==> config.mk <==
export PLATFORM = sky130hd
export DESIGN_NAME = safety_interlock_monitor
export DESIGN_NICKNAME = d
export VERILOG_FILES = /design/src/verilog/interlock_pkg.sv /design/src/verilog/disagree_timer.sv /design/src/verilog/safety_interlock_monitor.sv
export SDC_FILE = /design/constraint.sdc
export NUM_CORES = 1
export LEC_CHECK = 0
export ABC_AREA = 1
export CORE_MARGIN = 1
export CORE_UTILIZATION = 55
export DETAILED_ROUTE_END_ITERATION = 7
export DONT_BUFFER_PORTS = 1
export MAX_ROUTING_LAYER = met4
export PLACE_DENSITY = 0.7
export SLEW_MARGIN = 20
export SYNTH_ARGS = -nofsm -noshare
export SYNTH_HDL_FRONTEND = slang
export SYNTH_SLANG_ARGS = --single-unit
==> constraint.sdc <==
create_clock -name pclk -period 3 [get_ports pclk]
set_input_delay 0.15 -clock pclk [delete_from_list [all_inputs] [get_ports pclk]]
set_output_delay 0.15 -clock pclk [all_outputs]
set_load 0.02 [all_outputs]
==> src/verilog/interlock_pkg.sv <==
// Package for the safety interlock monitor: register map, field layout and timing.
// Assumes a 40 MHz APB clock; all registers are one aligned 32-bit word.
package interlock_pkg;

  // ---------------------------------------------------------------------------
  // Timing
  // ---------------------------------------------------------------------------
  localparam int unsigned CLK_HZ          = 40000000;
  localparam int unsigned DISAGREE_SEC    = 2;
  localparam int unsigned DISAGREE_CYCLES = DISAGREE_SEC * CLK_HZ;
  localparam int unsigned TIMER_W         = 27;

  // ---------------------------------------------------------------------------
  // Register offsets (byte addresses)
  // ---------------------------------------------------------------------------
  localparam logic [11:0] OFS_CTRL   = 12'h000;
  localparam logic [11:0] OFS_STATE  = 12'h004;
  localparam logic [11:0] OFS_EVENT  = 12'h008;
  localparam logic [11:0] OFS_ENABLE = 12'h00C;
  localparam logic [11:0] OFS_CLEAR  = 12'h010;

  // CTRL fields (write 1 pulses).
  localparam int unsigned CTRL_RESET_CMD = 0;
  localparam int unsigned CTRL_CRIT_ACK  = 1;

  // STATE fields.
  localparam int unsigned ST_ESTOP       = 0;
  localparam int unsigned ST_HALT_LED    = 1;
  localparam int unsigned ST_GUARD_LATCH = 2;
  localparam int unsigned ST_JOG_LATCH   = 3;
  localparam int unsigned ST_PROHIBIT    = 4;
  localparam int unsigned ST_HOLD        = 5;
  localparam int unsigned ST_CRIT_GUARD  = 6;
  localparam int unsigned ST_CRIT_CKT    = 7;
  localparam int unsigned ST_CRIT_SW     = 8;
  localparam int unsigned ST_PENDANT     = 9;
  localparam int unsigned ST_MANUAL      = 10;
  localparam int unsigned ST_LINK_UP     = 11;
  localparam int unsigned ST_W           = 12;

  // EVENT fields.
  localparam int unsigned EV_ESTOP    = 0;
  localparam int unsigned EV_CRIT     = 1;
  localparam int unsigned EV_GUARD    = 2;
  localparam int unsigned EV_PENDANT  = 3;
  localparam int unsigned EV_W        = 4;

  localparam logic [31:0] RESET_WORD = 32'h0000_0000;

  // Field inputs gathered together; the monitor synchronises them but does not debounce them.
  typedef struct packed {
    logic guard_a;
    logic guard_b;
    logic ckt_a;
    logic ckt_b;
    logic sw_a;
    logic sw_b;
    logic latch_release;
    logic pendant_present;
    logic bypass_plug;
    logic mode_manual;
    logic connector_present;
  } field_in_s;

  localparam int unsigned FIELD_W = 11;

  typedef enum logic [2:0] {
    LINK_IDLE  = 3'b001,
    LINK_SETUP = 3'b010,
    LINK_UP    = 3'b100
  } link_state_e;

endpackage

==> src/verilog/disagree_timer.sv <==
// Discrepancy timer for one redundant channel pair.
// Assumes both channels are already synchronised to pclk.
`timescale 1ns/1ps
module disagree_timer
  import interlock_pkg::*;
(
  input  wire logic pclk,
  input  wire logic presetn,
  input  wire logic chan_a,
  input  wire logic chan_b,
  output logic      fault
);

  logic [TIMER_W-1:0] count_q;
  logic [TIMER_W-1:0] count_d;
  logic               fault_q;
  wire                differ = chan_a ^ chan_b;
  wire                expired = (count_q >= TIMER_W'(DISAGREE_CYCLES - 1));

  // The count restarts whenever the pair agrees, so only a lasting split trips.
  assign count_d = !differ ? '0 : (expired ? count_q : count_q + 1'b1);

  always_ff @(posedge pclk or negedge presetn) begin
    if (!presetn) begin
      count_q <= '0;
      fault_q <= 1'b0;
    end else begin
      count_q <= count_d;
      fault_q <= differ && expired;
    end
  end

  assign fault = fault_q;

endmodule

==> src/verilog/safety_interlock_monitor.sv <==
// Safety interlock monitor: dual-channel checks, latches, emergency stop and APB registers.
// Assumes field inputs are asynchronous levels and software drives the reset command.
//
// Operation
// - No pendant nor bypass forces emergency stop.
// - Pendant link comes up automatically on presence.
// - Pendant removed in manual keeps manual mode.
// - Safeguard channels split two seconds: critical error.
// - Open safeguard holds program, prohibits power.
// - Latch safeguard-open and manual-mode until acknowledged.
// - Open release keeps latches; closing clears.
// - Cleared jog latch, open guard: still prohibited.
// - Emergency circuits split two seconds: critical error.
// - Active stop lights halt indicator, reports status.
// - Leave stop only after release plus reset.
// - Empty safety connector blocks normal operation.
// - Switch contacts split two seconds: critical error.
//
// Design decisions made here: register access over APB and the register offsets.
`timescale 1ns/1ps
module safety_interlock_monitor
  import interlock_pkg::*;
(
  input  wire logic        pclk,
  input  wire logic        presetn,
  input  wire logic        psel,
  input  wire logic        penable,
  input  wire logic        pwrite,
  input  wire logic [11:0] paddr,
  input  wire logic [31:0] pwdata,
  output logic      [31:0] prdata,
  output logic             pready,
  output logic             pslverr,
  input  wire logic        guard_a,
  input  wire logic        guard_b,
  input  wire logic        ckt_a,
  input  wire logic        ckt_b,
  input  wire logic        sw_a,
  input  wire logic        sw_b,
  input  wire logic        latch_release,
  input  wire logic        pendant_present,
  input  wire logic        bypass_plug,
  input  wire logic        mode_manual,
  input  wire logic        connector_present,
  output logic             halt_indicator,
  output logic             estop_status,
  output logic             power_prohibit,
  output logic             program_hold,
  output logic             critical_error,
  output logic             link_enable,
  output logic             irq
);

  // ---------------------------------------------------------------------------
  // Input synchronisers
  // ---------------------------------------------------------------------------
  // Guard and stop channels are high when closed (safe).
  field_in_s raw;
  field_in_s sync1_q;
  field_in_s in_q;

  // Fields are named so that a reordered struct cannot swap two channels.
  assign raw = '{guard_a:           guard_a,
                 guard_b:           guard_b,
                 ckt_a:             ckt_a,
                 ckt_b:             ckt_b,
                 sw_a:              sw_a,
                 sw_b:              sw_b,
                 latch_release:     latch_release,
                 pendant_present:   pendant_present,
                 bypass_plug:       bypass_plug,
                 mode_manual:       mode_manual,
                 connector_present: connector_present};

  always_ff @(posedge pclk or negedge presetn) begin
    if (!presetn) begin
      sync1_q <= '0;
      in_q    <= '0;
    end else begin
      sync1_q <= raw;
      in_q    <= sync1_q;
    end
  end

  // ---------------------------------------------------------------------------
  // Discrepancy timers
  // ---------------------------------------------------------------------------
  // A two-second split is 80 million cycles, far longer than a bench run.
  logic fault_guard;
  logic fault_ckt;
  logic fault_sw;

  disagree_timer u_guard_timer (
    .pclk    (pclk),
    .presetn (presetn),
    .chan_a  (in_q.guard_a),
    .chan_b  (in_q.guard_b),
    .fault   (fault_guard)
  );

  disagree_timer u_ckt_timer (
    .pclk    (pclk),
    .presetn (presetn),
    .chan_a  (in_q.ckt_a),
    .chan_b  (in_q.ckt_b),
    .fault   (fault_ckt)
  );

  disagree_timer u_sw_timer (
    .pclk    (pclk),
    .presetn (presetn),
    .chan_a  (in_q.sw_a),
    .chan_b  (in_q.sw_b),
    .fault   (fault_sw)
  );

  // ---------------------------------------------------------------------------
  // APB decode
  // ---------------------------------------------------------------------------
  wire acc      = psel && penable;
  wire wr       = acc && pwrite;
  wire hit_ctrl = (paddr == OFS_CTRL);
  wire hit_st   = (paddr == OFS_STATE);
  wire hit_ev   = (paddr == OFS_EVENT);
  wire hit_en   = (paddr == OFS_ENABLE);
  wire hit_clr  = (paddr == OFS_CLEAR);
  wire mapped   = hit_ctrl | hit_st | hit_ev | hit_en | hit_clr;
  wire wr_ctrl   = wr && hit_ctrl;
  wire wr_en     = wr && hit_en;
  wire wr_clr    = wr && hit_clr;
  wire rd_setup  = psel && !penable && !pwrite;
  wire reset_cmd = wr_ctrl && pwdata[CTRL_RESET_CMD];
  wire crit_ack  = wr_ctrl && pwdata[CTRL_CRIT_ACK];

  assign pready  = 1'b1;
  assign pslverr = acc && !mapped;

  // ---------------------------------------------------------------------------
  // Pendant link and mode
  // ---------------------------------------------------------------------------
  link_state_e link_q;
  link_state_e link_d;
  logic        manual_q;

  // Presence alone drives the link; no software set-up is needed.
  always_comb begin
    link_d = link_q;
    case (link_q)
      LINK_IDLE:  link_d = in_q.pendant_present ? LINK_SETUP : LINK_IDLE;
      LINK_SETUP: link_d = in_q.pendant_present ? LINK_UP : LINK_IDLE;
      LINK_UP:    link_d = in_q.pendant_present ? LINK_UP : LINK_IDLE;
      default:    link_d = LINK_IDLE;
    endcase
  end

  // The key is only read while a pendant is plugged; otherwise the mode freezes.
  wire manual_d = in_q.pendant_present ? in_q.mode_manual : manual_q;

  // ---------------------------------------------------------------------------
  // Latches, emergency stop and critical error
  // ---------------------------------------------------------------------------
  logic estop_q;
  logic guard_latch_q;
  logic jog_latch_q;
  logic crit_q;

  wire guard_open  = !(in_q.guard_a && in_q.guard_b);
  wire stop_demand = !(in_q.ckt_a && in_q.ckt_b) || !(in_q.sw_a && in_q.sw_b);
  wire no_pendant  = !in_q.pendant_present && !in_q.bypass_plug;
  wire any_fault   = fault_guard | fault_ckt | fault_sw;

  // Stop is entered by a pressed switch, a missing pendant with no bypass plug, or an empty connector.
  wire estop_set = stop_demand || no_pendant || !in_q.connector_present;
  // Leaving needs the cause gone first; a reset during a press is ignored.
  wire estop_d   = estop_set ? 1'b1 : (reset_cmd ? 1'b0 : estop_q);

  // Set wins over release, so an opening seen while the release is closed still latches.
  wire guard_latch_d = guard_open ? 1'b1 :
                       (in_q.latch_release ? 1'b0 : guard_latch_q);
  wire jog_latch_d   = manual_d ? 1'b1 :
                       (in_q.latch_release ? 1'b0 : jog_latch_q);

  wire crit_d = any_fault ? 1'b1 : (crit_ack ? 1'b0 : crit_q);

  // Reset assumes manual mode until a plugged pendant says otherwise.
  always_ff @(posedge pclk or negedge presetn) begin
    if (!presetn) begin
      link_q   <= LINK_IDLE;
      manual_q <= 1'b1;
    end else begin
      link_q   <= link_d;
      manual_q <= manual_d;
    end
  end

  always_ff @(posedge pclk or negedge presetn) begin
    if (!presetn) begin
      estop_q       <= 1'b1;
      guard_latch_q <= 1'b1;
      jog_latch_q   <= 1'b1;
      crit_q        <= 1'b0;
    end else begin
      estop_q       <= estop_d;
      guard_latch_q <= guard_latch_d;
      jog_latch_q   <= jog_latch_d;
      crit_q        <= crit_d;
    end
  end

  // ---------------------------------------------------------------------------
  // Outputs
  // ---------------------------------------------------------------------------
  logic prohibit_q;
  logic hold_q;

  // The live guard term keeps power off even once the jog latch has gone.
  wire prohibit_d = guard_open || guard_latch_q || jog_latch_q ||
                    estop_d || crit_d;
  wire hold_d     = guard_open || guard_latch_q;

  always_ff @(posedge pclk or negedge presetn) begin
    if (!presetn) begin
      prohibit_q <= 1'b1;
      hold_q     <= 1'b1;
    end else begin
      prohibit_q <= prohibit_d;
      hold_q     <= hold_d;
    end
  end

  assign halt_indicator = estop_q;
  assign estop_status   = estop_q;
  assign power_prohibit = prohibit_q;
  assign program_hold   = hold_q;
  assign critical_error = crit_q;
  assign link_enable    = (link_q == LINK_UP);

  // ---------------------------------------------------------------------------
  // Interrupt status, enable and clear
  // ---------------------------------------------------------------------------
  logic [EV_W-1:0] event_q;
  logic [EV_W-1:0] enable_q;
  logic            estop_prev_q;
  logic            pendant_prev_q;

  wire [EV_W-1:0] ev_in;
  assign ev_in[EV_ESTOP]   = estop_q && !estop_prev_q;
  assign ev_in[EV_CRIT]    = any_fault;
  assign ev_in[EV_GUARD]   = guard_open;
  assign ev_in[EV_PENDANT] = in_q.pendant_present ^ pendant_prev_q;

  wire [EV_W-1:0] clr_bits = wr_clr ? pwdata[EV_W-1:0] : '0;
  // Hardware set beats a software clear in the same cycle.
  wire [EV_W-1:0] event_d  = ev_in | (event_q & ~clr_bits);
  wire [EV_W-1:0] enable_d = wr_en ? pwdata[EV_W-1:0] : enable_q;

  always_ff @(posedge pclk or negedge presetn) begin
    if (!presetn) begin
      event_q  <= '0;
      enable_q <= '0;
    end else begin
      event_q  <= event_d;
      enable_q <= enable_d;
    end
  end

  // The edge trackers reset to the levels that their sources reset to.
  always_ff @(posedge pclk or negedge presetn) begin
    if (!presetn) begin
      estop_prev_q   <= 1'b1;
      pendant_prev_q <= 1'b0;
    end else begin
      estop_prev_q   <= estop_q;
      pendant_prev_q <= in_q.pendant_present;
    end
  end

  assign irq = |(event_q & enable_q);

  // ---------------------------------------------------------------------------
  // Read data
  // ---------------------------------------------------------------------------
  wire [ST_W-1:0] state_word = {link_enable, manual_q, in_q.pendant_present,
                                fault_sw, fault_ckt, fault_guard, hold_q,
                                prohibit_q, jog_latch_q, guard_latch_q,
                                halt_indicator, estop_q};

  wire [31:0] rd_mux = hit_st  ? {{(32 - ST_W){1'b0}}, state_word} :
                       hit_ev  ? {{(32 - EV_W){1'b0}}, event_q} :
                       hit_en  ? {{(32 - EV_W){1'b0}}, enable_q} :
                       hit_ctrl ? {31'h0000_0000, crit_q} : RESET_WORD;

  logic [31:0] prdata_q;

  // Read data is registered at the setup cycle so it is stable in the access phase.
  always_ff @(posedge pclk or negedge presetn) begin
    if (!presetn) begin
      prdata_q <= RESET_WORD;
    end else if (rd_setup) begin
      prdata_q <= rd_mux;
    end
  end

  assign prdata = prdata_q;

endmodule

Word-level counts from Yosys, hierarchy flattened:

Index checks and enable logic that the tools add are counted.

* output and inout bits: 41
* input bits: 60
* flip-flop bits (word level): 158

* bitwise operators: 14
* mux-type cells: 22
* add/sub/neg operators: 3
* eq/ne operators: 11
* magnitude comparators: 3
* reductions and logical operators: 39

Operators by type and width (count)
* 2-to-1 mux 27 bit: 6
* adder 27 x 1 -> 27 bit (second input constant): 3
* greater-or-equal comparator 27 bit (second input constant): 3
* equality test 12 x 4 -> 1 bit (second input constant): 2
* logical AND 1 bit: 18
* equality test 12 x 3 -> 1 bit (second input constant): 1
* equality test 12 x 5 -> 1 bit (second input constant): 1
* logical NOT 12 bit: 1
* 2-to-1 mux 12 bit: 1
* 2-to-1 mux 4 bit: 3
* logical NOT 1 bit: 10
* 2-to-1 mux 1 bit: 9
* bitwise AND 4 bit: 2
* != test 2 bit (second input constant): 4
* logical OR 1 bit: 7
* OR 1 bit: 6
* one-hot mux 3 bit (2 select lines): 1
* inverter 4 bit: 1
* OR 4 bit: 1
* OR reduction 4 bit: 1
* bitwise XOR 1 bit: 4
* equality test 3 x 1 -> 1 bit (second input constant): 1
* equality test 3 x 2 -> 1 bit (second input constant): 1
* equality test 3 bit (second input constant): 1
* other kinds (4): 4

Logic depth before layout (Yosys ltp):

Gate-level depths: netlist of run 1.

* word-level depth: 8
* mapped depth: 11

By module:

Synthesis of run 1 repeated with hierarchy kept, for this count alone.

* cell total of the unflattened synthesis: 1301
* area total of the unflattened synthesis: 9440.3 um2

By module, submodules not included
* disagree_timer: seq. area each 700.7 um2, instances 3, cells an instance 357, area an instance 2366.0 um2
* safety_interlock_monitor: seq. area each 1361.3 um2, instances 1, cells an instance 230, area an instance 2342.2 um2

Worst setup path after synthesis of run 1:

No wires, ideal clock.

* path kind: flip-flop to flip-flop
* start: register u_ckt_timer.count_q[0]
* end: register u_ckt_timer.count_q[18]
* buffers on the path: 1
* arrival time: 1.611 ns
* slack: 1.323 ns
* cell stages (with the launch flop): 12
* clock period less this slack: 1.677 ns
* required time: 2.934 ns
* path through: dfrtp_1 ha_1 nand3_2 inv_2 nand2_2 nor2_1 nand2_1 inv_1 nor2_4 buf_6 nand3_1 nand2_1

* word-level cells in the longest chain between the ends: 3
* elaborated cells on any way between the ends: 5

RTL lines
* from (decl): line disagree_timer.sv:14 `logic [TIMER_W-1:0] count_q;`
* from (signal assigned): line disagree_timer.sv:28 `count_q <= count_d;`
* adder 27 x 1 -> 27 bit: line disagree_timer.sv:21 `assign count_d = !differ ? '0 : (expired ? count_q : count_q + 1'b1);`
* 2-to-1 mux 27 bit (2 in series): line disagree_timer.sv:21

Several ways; a longest one is shown, not always the timed one. The select of a mux whose other input is x is not followed.
A chain may end at the register's enable or synchronous reset.

Final worst setup path of run 1:

* start: register u_ckt_timer.count_q[0]
* end: register u_ckt_timer.count_q[19]

Same word-level chain as after synthesis.

==> results of run 1 <==
==> power by group through the flow <==
stage / Clock, mW / Sequential, mW / Combinational, mW
after floorplan: 0 / 1.97 / 0.200
after global placement: 0 / 1.98 / 0.198
after detailed placement: 0 / 1.98 / 0.203
after CTS: 2.16 / 1.95 / 0.221
after global routing: 2.23 / 1.95 / 0.251
final: 2.12 / 1.95 / 0.220
==> critical path: stages, from the launching register on <==
cell	delay, ns
dfrtp_1	0.44
ha_1	0.31
nand3_2	0.16
inv_2	0.07
nand2_2	0.11
nor2_1	0.07
nand2_1	0.13
inv_1	0.09
nor2_4	0.53
nand3_1	0.15
nand2_1	0.09
==> stage by stage <==
step	std cells	hold WS [ns]	power, mW	utilization [%]	setup slack, ns
CTS	1503	-0.598	4.32	60.7	0.775
global route	1503	-0.605	4.43	60.7	0.600
finish	1503	-0.581	4.29	60.7	0.798
detailed placement	1456	-0.140	2.18	56.1	0.798
floorplan	1295	-0.146	2.17	-	1.32
global placement	1456	-0.140	2.18	56.1	0.860
==> area by class of cell <==
type                    instances  area (um^2)
multi-input cells             950         4620
well taps                     216          270
clock inverters                14          149
repair buffers                 19          180
clock buffers                  18          439
fillers                      1503         6270
flip-flops and latches        138         3460
inverters                     148          556
==> registers in the layout, summed over array words and instances, names as in the netlist, 3 cells and up <==
name and cells:
u_ckt_timer.count_q 27, u_guard_timer.count_q 27, u_sw_timer.count_q 27, prdata 12
in_q 11, sync1_q 11, enable_q 4, event_q 4
link_q 3
==> routing by layer <==
layer / vias up / track usage, % / part of all wire (%)
li1: 3953 / - / -
met1: 3559 / 33.9 / 49
met2: 138 / 39.7 / 46
met3: 18 / 4.88 / 3.8
met4: 0 / 8.00 / 1.5
met5: - / - / 0
==> kinds of logic after synthesis <==
family | after synthesis | synth area share, %
xor+xnor | 43 | 4.18
simple gates | 846 | 43.1
compound gates | 34 | 2.20
other cells | 2 | 0.0834
fa+ha+maj | 6 | 0.834
flops | 138 | 38.5
buf+inv | 207 | 11.1
==> placed cells by master (no fill, tap or decap), types with 2 or more instances in the layout <==
master	netlist	routed
inv_6	0	5
o31ai_1	2	2
nand4_4	3	3
nand2_1	408	408
a21oi_1	2	2
clkbuf_16	0	17
nand3_1	174	174
dfrtp_1	130	130
xor2_1	36	36
dlygate4sd3_1	0	15
o21ai_1	4	4
nand3_4	2	2
nor2_2	5	5
o21bai_1	3	3
nand2_2	16	16
ha_2	0	2
inv_1	138	138
ha_1	6	4
inv_2	10	10
inv_8	0	4
nor3_1	11	11
dfstp_2	8	8
nor2_4	7	7
o21ai_0	19	19
buf_4	24	4
nor2_1	169	169
clkinv_4	0	2
nand3_2	36	36
conb_1	2	21
o211ai_1	2	2
xnor2_1	7	7
nand4_1	9	9
nor4_1	2	2
==> worst paths after layout <==
path | to | slack (ns) | cells past startpoint
worst max-delay path | u_ckt_timer.count_q[19] | 0.80 | 10
worst min-delay path | event_q[0] | -0.58 | 0
worst max register to register | u_ckt_timer.count_q[19] | 0.80 | 10
worst min register to register | in_q[8] | 0.35 | 0
max in group asynchronous | manual_q | 3.35 | 0
min in group pclk | prdata[2] | 0.06 | 4
==> flow_metrics.tcl, run 1 <==
set metrics [dict create \
    final-hold-violation-count 138 \
    antenna_cells 0 \
    num_rows 46 \
    clock_skew_ns 0.00917 \
    clock_power_share_pct 49.4 \
    post_cts_buffers 0 \
    async_reset_ff_share_pct 100 \
    drt_pre_antenna_iters 6 \
    ys_seq_area_share_pct 38.5 \
    hold_buffers 15 \
    power.share.switching_pct 26.0 \
    clock-sinks 138 \
    critical_path_class "flip-flop to flip-flop" \
    die_h_um 130 \
    final_cell_area_um2 9670 \
    violations "hold timing" \
    synth.distinct_cells 40 \
    dr.first_iter.drc_count 549 \
    numPortBuffers 0 \
    timing.final.crit_share_pct 73.4 \
    status "complete, but fails checks" \
    finalSetupTns_ns 0 \
    peakVddDrop_mv 0.391 \
    layout-drive-gt1-share_pct 10.1 \
    fmax_mhz 454 \
    crit_start "u_ckt_timer.count_q[0]" \
    cts-root-buf "clkbuf_16" \
    synth.top_cell.area_share_pct 36.1 \
    synth_commonest_cells "408 x nand2_1, 174 x nand3_1, 169 x nor2_1" \
    syn_inst 1276 \
    worstSetupStartpointType "flip-flop" \
    start_util_pct 56.5 \
    wl_per_cell_um 13.2 \
    p_leak_nw 4.91 \
    ys_warn_count 0 \
    routed_wl_um 19800 \
    syn_area_um2 9000 \
    clkLatencyLatePin_ns 0.43 \
    cts_max_level 4 \
    ant_nets 0 \
    post_cts_resized 0 \
    grt_max_degree 139 \
    intPower_mw 3.17 \
    cp_data_arrival_time_ns 2.57 \
    clock_path_buffers 2 \
    die_w_um 130 \
    vias_per_cell 5.10 \
    critPathMaxFanout 27 \
    grt_overflow 0 \
    io_pins 101 \
    share_seq_of_total_power_pct 45.4 \
    dp.final_hpwl_um 13600 \
    min_path_type "input port to asynchronous set/reset pin" \
    synth_top_area_cell "dfrtp_1" \
    rsz0062_at_grt "no" \
    slew_headroom_pct 33.5 \
    p_per_area_nw_per_um2 443 \
    fp.dieArea_um2 16900 \
    vias 7668 \
    grt_pass1_vias 6807 \
    worst_pin_slew_ns 0.998 \
    globalplace.congestion 0.942 \
    comb_power_share_pct 5.1 \
    p_sw_mw 1.12 \
    synth_edf_count 0 \
    track_usage_pct 25.6 \
    synth-seq-cells 138 \
    placed_area_um2 8940 \
    synth_area_leaders "dfrtp_1 36%, nand2_1 17%, nand3_1 9.7%" \
    finalCriticalPeriod_ns 2.20 \
    antenna_found_initial 0 \
    final_max_slew_viol_count 0 \
    clk_transition_reported_paths_ns 0.06 \
    cp.required_ns 3.36 \
    synth.most_common_cell "nand2_1" \
    cts_tree "yes" \
    core-area_um2 15900 \
    cp-end-kind "flip-flop" \
    holdWs_ns -0.581 \
    drcViolationCount 0 \
    cap_violations 0 \
    nets 1340 \
    area_growth_pct 7.48 \
    grt_pass1_wl_um 32800 \
    worstReg2RegStart "u_ckt_timer.count_q[0]" \
    dominantRegCellSynth "dfrtp_1" \
    avgSynthCellArea_um2 7.05 \
    tritoncts.num_buffers 17 \
    setup_viol 0 \
]
Power figures use the tool's default switching activity.
==> inputs of run 2 (changes only) <==
==> constraint.sdc (replaced) <==
create_clock -name pclk -period 2.2 [get_ports pclk]
set_input_delay 0.11 -clock pclk [delete_from_list [all_inputs] [get_ports pclk]]
set_output_delay 0.11 -clock pclk [all_outputs]
set_load 0.02 [all_outputs]
==> run 2 against run 1 <==
Effect of this change: the flow still finishes with violations (hold timing); design area grew 1.3%; routed wire length grew 0.10%; via count grew 0.77%; global-route usage grew 0.27 points; core utilization grew 0.79 points; sequential power grew 36%; register-to-register slack lost 0.59 ns; total power grew 38%; first-iteration DRC count shrank 11%; critical path type unchanged.
==> flow_metrics.tcl, run 2 (same netlist as run 1, synthesis figures left out) <==
set metrics [dict create \
    status "complete, but fails checks" \
    violations "hold timing" \
    clock-sinks 138 \
    slew_headroom_pct 49.2 \
    num_rows 46 \
    placed_area_um2 9030 \
    p_total_mw 5.92 \
    post_cts_buffers 0 \
    globalplace.congestion 0.920 \
    seq_area_um2 3460 \
    die_h_um 130 \
    tritoncts.num_buffers 17 \
    fmax_mhz 501 \
    p_per_area_nw_per_um2 604 \
    hold_buffers 15 \
    cp-end-kind "flip-flop" \
    multi_input_area_um2 4620 \
    dp_slack_ns 0.132 \
    track_usage_pct 25.8 \
    finalCriticalPeriod_ns 1.99 \
    cts_max_level 4 \
    cts-root-buf "clkbuf_16" \
    vias 7727 \
    fp.dieArea_um2 16900 \
    io_pins 101 \
    final_max_slew_viol_count 0 \
    fillers 1498 \
    rsz0062_at_grt "no" \
    cp_data_arrival_time_ns 2.36 \
    holdWs_ns -0.620 \
    drt_pre_antenna_iters 5 \
    final-hold-violation-count 138 \
    worstSetupStartpointType "flip-flop" \
    critical_path_class "flip-flop to flip-flop" \
    area_growth_pct 8.88 \
    cp.required_ns 2.57 \
    cap_violations 0 \
    clk_transition_reported_paths_ns 0.07 \
    final_cell_area_um2 9800 \
    worst_pin_slew_ns 0.761 \
    grt_pass1_vias 7190 \
    grt_overflow 0 \
    core-area_um2 15900 \
    antenna_found_initial 0 \
    numPortBuffers 0 \
    peakVddDrop_mv 0.594 \
    start_util_pct 56.5 \
    routed_wl_um 19800 \
    grt_pass1_wl_um 33600 \
    vias_per_cell 5.12 \
    clock_path_buffers 2 \
    antenna_cells 0 \
    dp.final_hpwl_um 13700 \
    final_cell_mix "408 x nand2_1, 173 x nand3_1, 169 x nor2_1, 137 x inv_1, 130 x dfrtp_1" \
    final_common_cell "nand2_1" \
    ant_nets 0 \
    reg_top3 "u_ckt_timer.count_q: 27 flops, u_guard_timer.count_q: 27 flops, u_sw_timer.count_q: 27 flops" \
    critPathMaxFanout 27 \
    dr.first_iter.drc_count 486 \
    finalSetupTns_ns 0 \
    grt_max_degree 139 \
    clkLatencyLatePin_ns 0.43 \
    min_path_type "input port to asynchronous set/reset pin" \
    dp.cells 1463 \
    clock_skew_ns 0.0131 \
    setup_viol 0 \
    wl_per_cell_um 13.1 \
    die_w_um 130 \
    drcViolationCount 0 \
    p_leak_nw 4.97 \
    layout-drive-gt1-share_pct 10.8 \
    cts_tree "yes" \
    timing.final.ws_setup_ns 0.205 \
    final_cells 1510 \
    nets 1347 \
    timing.final.crit_share_pct 90.7 \
]
==> run 2: cell types whose count changed in the layout (fill, tap and decap cells not counted), moves of 2 or more <==
cell | previous run | this run
clkinv_8 | 0 | 5
buf_4 | 4 | 8
buf_12 | 0 | 3
inv_6 | 5 | 2
inv_8 | 4 | 6
==> run 2: through the flow <==
stage	hold slack, ns	utilization [%]
2_1_floorplan	-0.186	-
3_3_place_gp	-0.181	56.6
5_1_grt	-0.645	61.5
3_5_place_dp	-0.180	56.6
4_1_cts	-0.644	61.4
6_report	-0.620	61.5
==> run 2: power by group <==
part / total [mW] / internal [mW] / switching [mW]
clock: 2.94 / 1.56 / 1.38
sequential: 2.65 / 2.60 / 0.0500
combinational: 0.328 / 0.100 / 0.228
==> run 2: worst max-delay path, stage by stage (launching register included) <==
cell and delay, ns:
dfrtp_1 0.45, ha_2 0.26, nand3_2 0.09, inv_2 0.05
nand2_2 0.06, nor2_1 0.06, nand2_1 0.12, inv_1 0.09
nor2_4 0.48, nand3_1 0.16, nand2_1 0.09
==> run 2: layout make-up <==
cell class                 count  share of cell area (%)
clock buffer                  17                    4.34
sequential                   138                    35.3
inverter                     148                    5.67
multi-input combinational    950                    47.2
tap                          216                    2.76
clock inverter                15                    1.95
timing repair buffer          26                    2.76
==> run 2: worst paths after layout <==
kind | slack, ns | start | endpoint | cells past startpoint
worst max-delay path | 0.21 | u_ckt_timer.count_q[0] | u_ckt_timer.count_q[7] | 10
worst min-delay path | -0.62 | presetn | event_q[0] | 0
worst max register to register | 0.21 | u_ckt_timer.count_q[0] | u_ckt_timer.count_q[7] | 10
worst min register to register | 0.35 | sync1_q[4] | in_q[4] | 0
max in group asynchronous | 2.55 | presetn | guard_latch_q | 0
min in group pclk | 0.01 | penable | prdata[2] | 4
==> run 2: what timing repair did <==
action                                  in CTS  in global routing
endpoints found under the hold margin      159                138
endpoints found under the setup margin       0                 13
resized for setup                            0                  3
==> run 2: per-layer routing <==
layer / part of all wire (%) / vias up / track usage [%]
met5: 0 / - / -
met4: 1.4 / 0 / 7.87
met3: 3.9 / 22 / 4.63
met2: 48 / 161 / 41.5
met1: 47 / 3573 / 33.3
li1: - / 3971 / -
